$ cat src/logic/wdrt_pkg.sv
`default_nettype none

package wdrt_pkg;

  // ----------------------------------------------------------------
  // Register map (printed offsets are word indices, byte address = 4 * index)
  // ----------------------------------------------------------------
  localparam logic [31:0] RELOAD_HIGH_INDEX = 32'h00FFE042;
  localparam logic [31:0] RELOAD_LOW_INDEX  = 32'h00FFE043;
  localparam logic [31:0] STATUS_INDEX      = 32'h00FFE044;

  // ----------------------------------------------------------------
  // Reset values and keys
  // ----------------------------------------------------------------
  localparam logic [7:0]  RELOAD_HIGH_RESET = 8'h04;
  localparam logic [7:0]  RELOAD_LOW_RESET  = 8'h00;
  localparam logic [15:0] COUNT_RESET       = {RELOAD_HIGH_RESET, RELOAD_LOW_RESET};
  localparam logic [15:0] COUNT_LAST        = 16'h0001;
  localparam logic [15:0] RELOAD_MINIMUM    = 16'h0004;
  localparam logic [7:0]  UNLOCK_KEY_FIRST  = 8'h55;
  localparam logic [7:0]  UNLOCK_KEY_SECOND = 8'hAA;

  // ----------------------------------------------------------------
  // Status register fields
  // ----------------------------------------------------------------
  localparam int STATUS_ENABLED_BIT  = 0;
  localparam int STATUS_UNLOCK_LSB   = 1;
  localparam int STATUS_OSC_BIT      = 3;
  localparam int STATUS_RESPONSE_BIT = 4;

  // ----------------------------------------------------------------
  // Timing: one count per oscillator period, so ms = reload / 10
  // ----------------------------------------------------------------
  localparam int RC_NOMINAL_HZ = 10000;
  localparam int CLK_HZ        = 25000000;
  localparam int CLK_PER_RC    = CLK_HZ / RC_NOMINAL_HZ;
  localparam int SYNC_STAGES   = 2;

  typedef enum logic [1:0] {
    WDRT_LOCKED,
    WDRT_KEY_SEEN,
    WDRT_OPEN_HIGH,
    WDRT_OPEN_LOW
  } wdrt_unlock_t;

  typedef enum logic [1:0] {
    WDRT_SEL_NONE,
    WDRT_SEL_HIGH,
    WDRT_SEL_LOW,
    WDRT_SEL_STATUS
  } wdrt_sel_t;

endpackage

`default_nettype wire

$ cat src/logic/wdrt_sync.sv
`timescale 1ns/1ps
`default_nettype none

module wdrt_sync
  import wdrt_pkg::*;
#(
  parameter int WIDTH = 1
) (
  input  wire logic             clk,
  input  wire logic             reset_n,
  input  wire logic             ce,
  input  wire logic [WIDTH-1:0] async,
  output logic      [WIDTH-1:0] synced
);

  logic [WIDTH-1:0] stage1;

  // ----------------------------------------------------------------
  // Two-flop synchroniser; stage1 feeds only the second flop
  // ----------------------------------------------------------------
  always_ff @(posedge clk) begin
    if (!reset_n) begin
      stage1 <= '0;
      synced <= '0;
    end else if (ce) begin
      stage1 <= async;
      synced <= stage1;
    end
  end

endmodule

`default_nettype wire

$ cat src/logic/wdrt_tick.sv
`timescale 1ns/1ps
`default_nettype none

module wdrt_tick
  import wdrt_pkg::*;
(
  input  wire logic clk,
  input  wire logic reset_n,
  input  wire logic ce,
  input  wire logic oscLevel,
  input  wire logic oscEnable,
  output logic      tick
);

  logic prevLevel;

  // ----------------------------------------------------------------
  // One tick per oscillator rising edge, none while it is disabled
  // ----------------------------------------------------------------
  always_ff @(posedge clk) begin
    if (!reset_n) begin
      prevLevel <= 1'b0;
      tick      <= 1'b0;
    end else if (ce) begin
      prevLevel <= oscLevel;
      tick      <= oscEnable & oscLevel & ~prevLevel;
    end
  end

endmodule

`default_nettype wire

$ cat src/logic/wdrt_top.sv
// Design decision made here: the APB interface to the registers.
`timescale 1ns/1ps
`default_nettype none

module wdrt_top
  import wdrt_pkg::*;
(
  input  wire logic        clk,
  input  wire logic        reset_n,
  input  wire logic        ce,
  input  wire logic        psel,
  input  wire logic        penable,
  input  wire logic        pwrite,
  input  wire logic [31:0] paddr,
  input  wire logic [31:0] pwdata,
  output logic      [31:0] prdata,
  output logic             pready,
  output logic             pslverr,
  input  wire logic        rcOscIn,
  input  wire logic        rcOscEnable,
  input  wire logic        alwaysOnOption,
  input  wire logic        timeoutResponseSelect,
  input  wire logic        watchdogRefreshInstruction,
  input  wire logic        onChipDebugger,
  input  wire logic        stopMode,
  output logic             exceptionRequest,
  output logic             resetRequest,
  output logic             stopRecoveryRequest,
  output logic             watchdogFlagSet,
  output logic             stopFlagSet,
  output logic             enabled
);

  // ----------------------------------------------------------------
  // Declarations
  // ----------------------------------------------------------------
  logic         oscLevel;
  logic         tick;
  logic [7:0]   reloadHigh;
  logic [7:0]   reloadLow;
  logic [15:0]  reloadValue;
  logic [15:0]  count;
  wdrt_unlock_t unlockState;
  wdrt_sel_t    setupSel;
  wdrt_sel_t    accessSel;
  logic         setupPhase;
  logic         accessDone;
  logic         writeHigh;
  logic         writeLow;
  logic [7:0]   writeByte;
  logic [31:0]  next_prdata;
  logic         enableEvent;
  logic         firstEnable;
  logic         reloadNow;
  logic         timeout;

  // ----------------------------------------------------------------
  // Address decode
  // ----------------------------------------------------------------
  function automatic wdrt_sel_t decodeAddr(input logic [31:0] addr);
    wdrt_sel_t sel;
    sel = WDRT_SEL_NONE;
    if (addr[1:0] == 2'h0) begin
      if (addr[31:2] == RELOAD_HIGH_INDEX[29:0]) begin
        sel = WDRT_SEL_HIGH;
      end else if (addr[31:2] == RELOAD_LOW_INDEX[29:0]) begin
        sel = WDRT_SEL_LOW;
      end else if (addr[31:2] == STATUS_INDEX[29:0]) begin
        sel = WDRT_SEL_STATUS;
      end
    end
    return sel;
  endfunction

  // Key byte written to the high reload address
  function automatic logic keyWrite(input logic       strobe,
                                    input logic [7:0] value,
                                    input logic [7:0] key);
    return strobe && (value == key);
  endfunction

  // ----------------------------------------------------------------
  // Oscillator edge detection
  // ----------------------------------------------------------------
  wdrt_sync #(
    .WIDTH (1)
  ) u_osc_sync (
    .clk     (clk),
    .reset_n (reset_n),
    .ce      (ce),
    .async   (rcOscIn),
    .synced  (oscLevel)
  );

  wdrt_tick u_tick (
    .clk       (clk),
    .reset_n   (reset_n),
    .ce        (ce),
    .oscLevel  (oscLevel),
    .oscEnable (rcOscEnable),
    .tick      (tick)
  );

  // ----------------------------------------------------------------
  // APB slave
  // ----------------------------------------------------------------
  assign setupPhase = psel & ~penable;
  assign accessDone = psel & penable & pready;
  assign setupSel   = decodeAddr(paddr);
  assign accessSel  = decodeAddr(paddr);
  assign writeByte  = pwdata[7:0];
  assign writeHigh  = accessDone & pwrite & (accessSel == WDRT_SEL_HIGH);
  assign writeLow   = accessDone & pwrite & (accessSel == WDRT_SEL_LOW);

  // ----------------------------------------------------------------
  // Read data, chosen at the setup edge
  // ----------------------------------------------------------------
  always_comb begin
    next_prdata = 32'h0000_0000;
    unique case (setupSel)
      WDRT_SEL_HIGH: begin
        next_prdata[7:0] = count[15:8];
      end
      WDRT_SEL_LOW: begin
        next_prdata[7:0] = count[7:0];
      end
      WDRT_SEL_STATUS: begin
        next_prdata[STATUS_ENABLED_BIT]                  = enabled;
        next_prdata[STATUS_UNLOCK_LSB+1:STATUS_UNLOCK_LSB] = unlockState;
        next_prdata[STATUS_OSC_BIT]                      = rcOscEnable;
        next_prdata[STATUS_RESPONSE_BIT]                 = timeoutResponseSelect;
      end
      WDRT_SEL_NONE: begin
        next_prdata = 32'h0000_0000;
      end
    endcase
  end

  // ----------------------------------------------------------------
  // Bus answer: one access cycle after every setup
  // ----------------------------------------------------------------
  always_ff @(posedge clk) begin
    if (!reset_n) begin
      pready <= 1'b0;
    end else if (ce) begin
      pready <= setupPhase;
    end
  end

  // Unmapped or misaligned addresses answer with an error and no effect
  always_ff @(posedge clk) begin
    if (!reset_n) begin
      pslverr <= 1'b0;
    end else if (ce) begin
      pslverr <= setupPhase & (setupSel == WDRT_SEL_NONE);
    end
  end

  // Read data holds until the next setup
  always_ff @(posedge clk) begin
    if (!reset_n) begin
      prdata <= 32'h0000_0000;
    end else if (ce) begin
      if (setupPhase) begin
        prdata <= next_prdata;
      end
    end
  end

  // ----------------------------------------------------------------
  // Unlock sequence
  // ----------------------------------------------------------------
  always_ff @(posedge clk) begin
    if (!reset_n) begin
      unlockState <= WDRT_LOCKED;
    end else if (ce) begin
      unique case (unlockState)
        WDRT_LOCKED: begin
          if (keyWrite(writeHigh, writeByte, UNLOCK_KEY_FIRST)) begin
            unlockState <= WDRT_KEY_SEEN;
          end
        end
        WDRT_KEY_SEEN: begin
          if (keyWrite(writeHigh, writeByte, UNLOCK_KEY_SECOND)) begin
            unlockState <= WDRT_OPEN_HIGH;
          end else if (writeHigh || writeLow) begin
            unlockState <= WDRT_LOCKED;
          end
        end
        WDRT_OPEN_HIGH: begin
          if (writeHigh) begin
            unlockState <= WDRT_OPEN_LOW;
          end else if (writeLow) begin
            unlockState <= WDRT_LOCKED;
          end
        end
        WDRT_OPEN_LOW: begin
          if (writeLow || writeHigh) begin
            unlockState <= WDRT_LOCKED;
          end
        end
      endcase
    end
  end

  // ----------------------------------------------------------------
  // Reload registers
  // ----------------------------------------------------------------
  always_ff @(posedge clk) begin
    if (!reset_n) begin
      reloadHigh <= RELOAD_HIGH_RESET;
    end else if (ce) begin
      // Key writes fall in other states and never reach the byte
      if (writeHigh && unlockState == WDRT_OPEN_HIGH) begin
        reloadHigh <= writeByte;
      end
    end
  end

  always_ff @(posedge clk) begin
    if (!reset_n) begin
      reloadLow <= RELOAD_LOW_RESET;
    end else if (ce) begin
      if (writeLow && unlockState == WDRT_OPEN_LOW) begin
        reloadLow <= writeByte;
      end
    end
  end

  assign reloadValue = {reloadHigh, reloadLow};

  // ----------------------------------------------------------------
  // Enable
  // ----------------------------------------------------------------
  assign enableEvent = watchdogRefreshInstruction | alwaysOnOption;
  // Of the enabling events, only the first and every refresh instruction load the counter
  assign firstEnable = ~enabled & enableEvent;

  always_ff @(posedge clk) begin
    if (!reset_n) begin
      enabled <= 1'b0;
    end else if (ce) begin
      if (enableEvent) begin
        enabled <= 1'b1;
      end
    end
  end

  // ----------------------------------------------------------------
  // Down-counter
  // ----------------------------------------------------------------
  // Debug mode holds the counter at the reload value
  assign reloadNow = firstEnable | watchdogRefreshInstruction | (enabled & onChipDebugger);
  assign timeout   = enabled & tick & ~reloadNow & (count <= COUNT_LAST);

  // ----------------------------------------------------------------
  // Count update: reload wins over time-out, which wins over a tick
  // ----------------------------------------------------------------
  always_ff @(posedge clk) begin
    if (!reset_n) begin
      count <= COUNT_RESET;
    end else if (ce) begin
      if (reloadNow) begin
        count <= reloadValue;
      end else if (timeout) begin
        count <= reloadValue;
      end else if (enabled && tick) begin
        count <= count - 16'h0001;
      end
    end
  end

  // ----------------------------------------------------------------
  // Time-out response: exception in any mode when timeoutResponseSelect is low, reset outside Stop Mode when it is high
  // ----------------------------------------------------------------
  // Pulses follow the time-out edge by one clock and last one cycle
  always_ff @(posedge clk) begin
    if (!reset_n) begin
      exceptionRequest <= 1'b0;
    end else if (ce) begin
      exceptionRequest <= timeout & ~timeoutResponseSelect;
    end
  end

  always_ff @(posedge clk) begin
    if (!reset_n) begin
      resetRequest <= 1'b0;
    end else if (ce) begin
      resetRequest <= timeout & timeoutResponseSelect & ~stopMode;
    end
  end

  // ----------------------------------------------------------------
  // Time-out response: Stop Mode recovery and status flags
  // ----------------------------------------------------------------
  always_ff @(posedge clk) begin
    if (!reset_n) begin
      stopRecoveryRequest <= 1'b0;
    end else if (ce) begin
      stopRecoveryRequest <= timeout & stopMode;
    end
  end

  always_ff @(posedge clk) begin
    if (!reset_n) begin
      watchdogFlagSet <= 1'b0;
    end else if (ce) begin
      watchdogFlagSet <= timeout & (stopMode | timeoutResponseSelect);
    end
  end

  always_ff @(posedge clk) begin
    if (!reset_n) begin
      stopFlagSet <= 1'b0;
    end else if (ce) begin
      stopFlagSet <= timeout & stopMode;
    end
  end

endmodule

`default_nettype wire

$ cat config.mk
export PLATFORM = sky130hd
export DESIGN_NAME = wdrt_top
export DESIGN_NICKNAME = d
export VERILOG_FILES = /design/src/logic/wdrt_pkg.sv /design/src/logic/wdrt_sync.sv /design/src/logic/wdrt_tick.sv /design/src/logic/wdrt_top.sv
export SDC_FILE = /design/constraint.sdc
export NUM_CORES = 1
export LEC_CHECK = 0
export ABC_CLOCK_PERIOD_IN_PS = 2700
export BUFFER_PORTS_ARGS = -buffer_cell sky130_fd_sc_hd__buf_4
export CELL_PAD_IN_SITES_DETAIL_PLACEMENT = 0
export CELL_PAD_IN_SITES_GLOBAL_PLACEMENT = 2
export CORE_MARGIN = 3
export CORE_UTILIZATION = 26
export CTS_BUF_LIST = sky130_fd_sc_hd__clkbuf_8
export DETAILED_ROUTE_END_ITERATION = 7
export GPL_TIMING_DRIVEN = 0
export PLACE_DENSITY_LB_ADDON = 0.1
export SLEW_MARGIN = 40
export SYNTH_ARGS = -nofsm -noshare
export SYNTH_HDL_FRONTEND = slang
export SYNTH_SLANG_ARGS = --single-unit
$ cat constraint.sdc
create_clock -name clk -period 2.7 [get_ports clk]
set_input_delay 0.27 -clock clk [delete_from_list [all_inputs] [get_ports clk]]
set_output_delay 0.27 -clock clk [all_outputs]
set_load 0.02 [all_outputs]
==> Word level (Yosys, flattened, before mapping) <==
Index checks and enable logic that the tools add are counted.
{ "totals": {"register_bits": 53, "word_cells": 91} }
{ "classes": {"n_addsub": 1, "order_cmp": 1, "eq_ne": 13, "n_mux": 15, "bitwise": 29, "reduce_logical": 16} }
{ "op_table": {"columns": ["cell", "count"], "rows": [
  ["$eq A30 B24 Y1 const B", 3],
  ["$mux W16", 3],
  ["$pmux W5 S4", 1],
  ["$and A1 B1 Y1", 19],
  ["$mux W2", 9],
  ["$le A16 B1 Y1 const B", 1],
  ["$sub A16 B1 Y16 const B", 1],
  ["$reduce_and A2 Y1", 5],
  ["$eq A2 B2 Y1 const B", 4],
  ["$eq A8 B7 Y1 const B", 1],
  ["$eq A8 B8 Y1 const B", 1],
  ["$pmux W2 S4", 1],
  ["$logic_not A2 Y1", 3],
  ["$not A1 Y1", 6],
  ["$pmux W3 S2", 1],
  ["$logic_and A1 B1 Y1", 5],
  ["$eq A2 B1 Y1 const B", 2],
  ["$or A1 B1 Y1", 4],
  ["$ne A3 B3 Y1 const B", 1],
  ["$reduce_and A3 Y1", 1],
  ["$reduce_bool A3 Y1", 1],
  ["$ne A2 B2 Y1 const B", 1],
  ["$logic_or A1 B1 Y1", 1]
]} }

==> Logic depth before layout (Yosys ltp) <==
{ "logic_depth": {"word_depth": 11, "mapped_depth": 11, "depth_no_buf": 10} }

==> Cells and area by module <==
From an unflattened synthesis, not the netlist that was laid out.
{ "unflattened": {"hier_cells": 366, "hier_area_um2": 3116.7} }
{ "by_module_without_submodules": {"columns": ["mod", "n_inst", "cells_each", "area_each_um2", "seq_area_each_um2"], "rows": [
  ["wdrt_top", 1, 353, 2965.3, 980.9],
  ["wdrt_tick", 1, 7, 78.8, 40.0],
  ["wdrt_sync", 1, 6, 72.6, 40.0]
]} }

==> Worst setup path after synthesis <==
No wires, ideal clock.
{ "synth_path": {"kind": "input port to flip-flop", "from": "input port paddr[9]", "to": "register reloadHigh[2]", "setup_time_ns": 0.129, "arrival_ns": 2.435, "path_slack_ns": 0.136, "cell_stages": 11, "path_buffers": 1, "path_cell_list": "nor4_1 > nand3_1 > nor3_1 > nand4_1 > nor3_1 > ha_1 > nand2_1 > or3_1 > clkbuf_1 > mux2i_1 > nand2_1"} }
{ "synth_via": {"elab_chain_len": 9, "word_cells_on_any_way": 11, "classes_between": "eq/ne: 4; mux: 4; bitwise: 1; reduce/logical: 2"} }
{ "synth_rtl": {"columns": ["item", "line_no", "rtl"], "rows": [
  ["from (decl)", "wdrt_top.sv:14", "input wire logic [31:0] paddr,"],
  ["$eq A30 B24 Y1", "wdrt_top.sv:68", "end else if (addr[31:2] == STATUS_INDEX[29:0]) begin"],
  ["$mux W2", "wdrt_top.sv:68", null],
  ["$mux W2", "wdrt_top.sv:66", "end else if (addr[31:2] == RELOAD_LOW_INDEX[29:0]) begin"],
  ["$mux W2 *", "wdrt_top.sv:64", "if (addr[31:2] == RELOAD_HIGH_INDEX[29:0]) begin"],
  ["$mux W2 *", "wdrt_top.sv:63", "if (addr[1:0] == 2'h0) begin"],
  ["$eq A2 B1 Y1 *", "wdrt_top.sv:112", "assign writeHigh = accessDone & pwrite & (accessSel == WDRT_SEL_HIGH);"],
  ["$and A1 B1 Y1 *", "wdrt_top.sv:112", null],
  ["$logic_and A1 B1 Y1 *", "wdrt_top.sv:214", "if (writeHigh && unlockState == WDRT_OPEN_HIGH) begin"],
  ["$reduce_and A2 Y1 (no source line) *", null, null],
  ["to (signal assigned)", "wdrt_top.sv:215", "reloadHigh <= writeByte;"],
  ["to (decl)", "wdrt_top.sv:39", "logic [7:0] reloadHigh;"]
]} }
Every way passes the cells marked *; elsewhere a longest branch is shown, timed or not.
A chain may end at the register's enable or synchronous reset.

==> Worst setup path in the final report <==
{ "layout_path": {"from": "register count[1]", "to": "register count[6]"} }
{ "layout_via": {"elab_chain_len": 4, "word_cells_on_any_way": 8, "classes_between": "add/sub: 1; order compare: 1; mux: 3; bitwise: 1; reduce/logical: 2"} }
{ "layout_rtl": {"columns": ["item", "line_no", "rtl"], "rows": [
  ["from (decl)", "wdrt_top.sv:42", "logic [15:0] count;"],
  ["from (signal assigned)", "wdrt_top.sv:264", "count <= reloadValue;"],
  ["from (signal assigned)", "wdrt_top.sv:266", "count <= reloadValue;"],
  ["from (signal assigned)", "wdrt_top.sv:268", "count <= count - 16'h0001;"],
  ["$sub A16 B1 Y16 or $le A16 B1 Y1 (tied branches)", "wdrt_top.sv:268, wdrt_top.sv:254", null],
  ["$mux W16 or $and A1 B1 Y1 (tied branches)", "wdrt_top.sv:267, wdrt_top.sv:254", null],
  ["$mux W16 or $reduce_bool A3 Y1 (tied branches)", null, null],
  ["$mux W16 or $reduce_and A2 Y1 (tied branches)", null, null]
]} }
Parallel ways exist; a longest one is shown, timed or not. The select of a mux whose other input is x is not followed.

==> run metrics <==
unrepaired setup endpoints after global routing false; H-tree depth 2; fin. max-slew vios 0; top cell type by total area after synthesis dfxtp_1; outcome completed; Initial DRC Count 163; TritonCTS Buffers 5; CTS sink count 53; Crit. End Element flip-flop; initial antenna violation count 0; Ys Warns 0; ys flop type dfxtp_1; CP startpoint kind flip-flop; post-route ant nets 0; Longest Clk Path Bufs 2; placed inst area approximately 3900 um^2; max incr delay on CP roughly 530 ps; max_slew headroom between 50% and 60%; Synth Cell Area around 3100 um^2; full die area roughly 13,000 um^2; Critical path origin count[1]; CP cell instances inv_1 -> ha_1 -> o211ai_1 -> nor4_4 -> a21oi_2 -> buf_6 -> nor3_1 -> a211oi_1; largest net degree at the start of global routing 19; DRC viols 0; Synth top area share between 30% and 40%; ys async rst share 0%; Levels on crit path 8; all-layer global routing usage roughly 16%; row count 39; Top Family by Delay on Critical Path simple AND/OR/NAND/NOR gates; Clock Skew about 15 ps; RD Place Congestion roughly 0.8; worst reg-to-reg path cell count 8; share of cells above drive strength 1 26.5%; HP Class input pin to flip-flop; Overall Power 1670 uW; final worst-path cycle share approximately 96%; Area Growth Syn to Fin 28.9%; CP arrival approximately 2800 ps; Initial Util roughly 27%; synth top area cells dfxtp_1, mux2i_1, buf_4; final hold vios 0; root buffer cell clkbuf_8; IO Pins approximately 120; sequential share of the synthesized area between 30% and 40%; Lkg Pwr ~0.0017 uW; Routed WL per cell 17.4 um; Buffers & Inverters on Critical Path 2; PortBufs 67; number of flops mapped to enable cells by yosys 0; CTS tree built; slew at the pin closest to its max-slew limit between 600 and 700 ps; worst skew pair latency 340 ps; ANT cells 0; DRT Pass-1 Iters 4; first-pass GRT wire length between 15,000 and 20,000 um; Detailed Route WL 10,600 um; average cell area after synthesis about 8.5 um^2; end of the critical path count[6]; Critical R2R Capture count[6]; final worst path period need 2580 ps; Reg clk slew, reported paths ~120 ps; synthesized instance count between 300 and 400; vias about 3,000; die height between 100 and 150 um; worst r2r src count[1]; highest-delay cell along the critical path nor4_4; Cell Pwr Density just over 400 nW/um^2; count of state elements after synthesis between 50 and 60; die extent in x 116 um; vias in the first global route ~2,900; Post-DP HPWL between 8000 and 9000 um; Final nets about 550; Max Cap Viol 0; Overflow after GRT 0; core footprint around 12,000 um^2; internal reg-to-reg setup slack between 100 and 150 ps; Crit path required time between 2000 and 3000 ps; worst ir drop on vdd about 0.23 mV; crit-path max FO 10; Setup TNS Final 0 ps; post-DR vias/cell just under 5; WS Path Type flip-flop to flip-flop; fill cell count between 1,000 and 1,500; post-route cell area around 4000 um^2; Setup violations, final 0; Max Freq approximately 390 MHz; Netlist cell types 61
-- final cells by class --
cell class | count | area (um^2) | area share, %
Multi-Input combinational cell | 282 | 1830 | 45.6
Sequential cell | 53 | 1060 | 26.4
Timing Repair Buffer | 68 | 523 | 13.0
Buffer | 42 | 287 | 7.13
Tap cell | 143 | 179 | 4.45
Clock buffer | 5 | 68.8 | 1.71
Inverter | 11 | 41.3 | 1.03
Clock inverter | 3 | 26.3 | 0.654
-- cells in the mapped netlist, drive strengths merged (5+ instances only) --
cell	count
dfxtp	53
nor2	37
buf	32
a21oi	26
mux2i	25
nand2	24
nor3	18
clkbuf	12
inv	10
nand3	9
nand4	8
nor4	8
or3	8
ha	7
o21ai	7
a211o	6
a221oi	5
nand2b	5
o221ai	5
o22ai	5
-- repair_timing --
item,in CTS,in global routing
endpoints found under the setup margin,16,17
gates resized for setup,3,1
setup buffers,0,1
hold buffers,0,0
pin swaps,0,1
-- worst min-delay path by stage --
stage	from	endpoint	slack [ps]	cells past startpoint
after detailed placement	prdata[3]	prdata[3]	450	2
after floorplan	pwdata[2]	reloadHigh[2]	400	2
after global placement	prdata[3]	prdata[3]	450	2
after CTS	rcOscIn	u_osc_sync.stage1	160	3
after global routing	pwdata[7]	reloadLow[7]	180	3
final	rcOscIn	u_osc_sync.stage1	170	3
-- layout by cell type, fill, tap and decap left out, drive strengths merged, types with 11 or more instances in the layout --
| cell | count |
|---|---|
| buf | 100 |
| dfxtp | 53 |
| nor2 | 37 |
| a21oi | 26 |
| mux2i | 25 |
| nand2 | 24 |
| conb | 24 |
| nor3 | 18 |
| clkbuf | 15 |
| inv | 11 |
-- flip-flops by register name (all words and copies together), names as in the netlist, 2 cells and up --
register,cells
reloadLow,8
unlockState,2
count,16
prdata,8
reloadHigh,8
-- through the flow --
| step | util, % | setup WS [ps] | hold slack [ps] | std cells |
|---|---|---|---|---|
| 3_5_place_dp | 33.7 | -548 | 455 | 600 |
| 4_1_cts | 34.6 | 10.5 | 160 | 608 |
| 3_3_place_gp | 33.6 | -516 | 452 | 600 |
| 5_1_grt | 34.8 | 47.9 | 179 | 607 |
| 2_1_floorplan | - | 136 | 395 | 390 |
| 6_report | 34.8 | 120 | 174 | 607 |
-- power breakdown --
part	switching, uW	internal [uW]
Combinational	197	148
Sequential	26.5	797
Clock	311	189
Total	534	1130
-- routing by layer --
metal | share of wire (%) | GRT usage [%] | up-vias
li1 | - | - | 1489
met1 | 46 | 22.1 | 1399
met2 | 46 | 26.2 | 91
met3 | 6.5 | 3.34 | 9
met4 | 1.4 | 4.15 | 0
met5 | 0 | 0 | -
-- cells by family after synthesis --
| logic type | share of synthesized area [%] |
|---|---|
| xor+xnor | 0.281 |
| compound gates | 17.1 |
| buf+inv | 10.8 |
| mux | 8.75 |
| flops | 34.0 |
| simple gates | 26.1 |
| fa+ha+maj | 2.81 |
| other cells | 0.120 |
-- worst reg2reg max path: stages (launching register included) --
cell	delay, ps
dfxtp_1	380
inv_1	100
ha_1	310
o211ai_1	210
nor4_4	530
a21oi_2	240
buf_6	220
nor3_1	380
a211oi_1	90
Note: power is estimated with default switching activity, not from simulation.
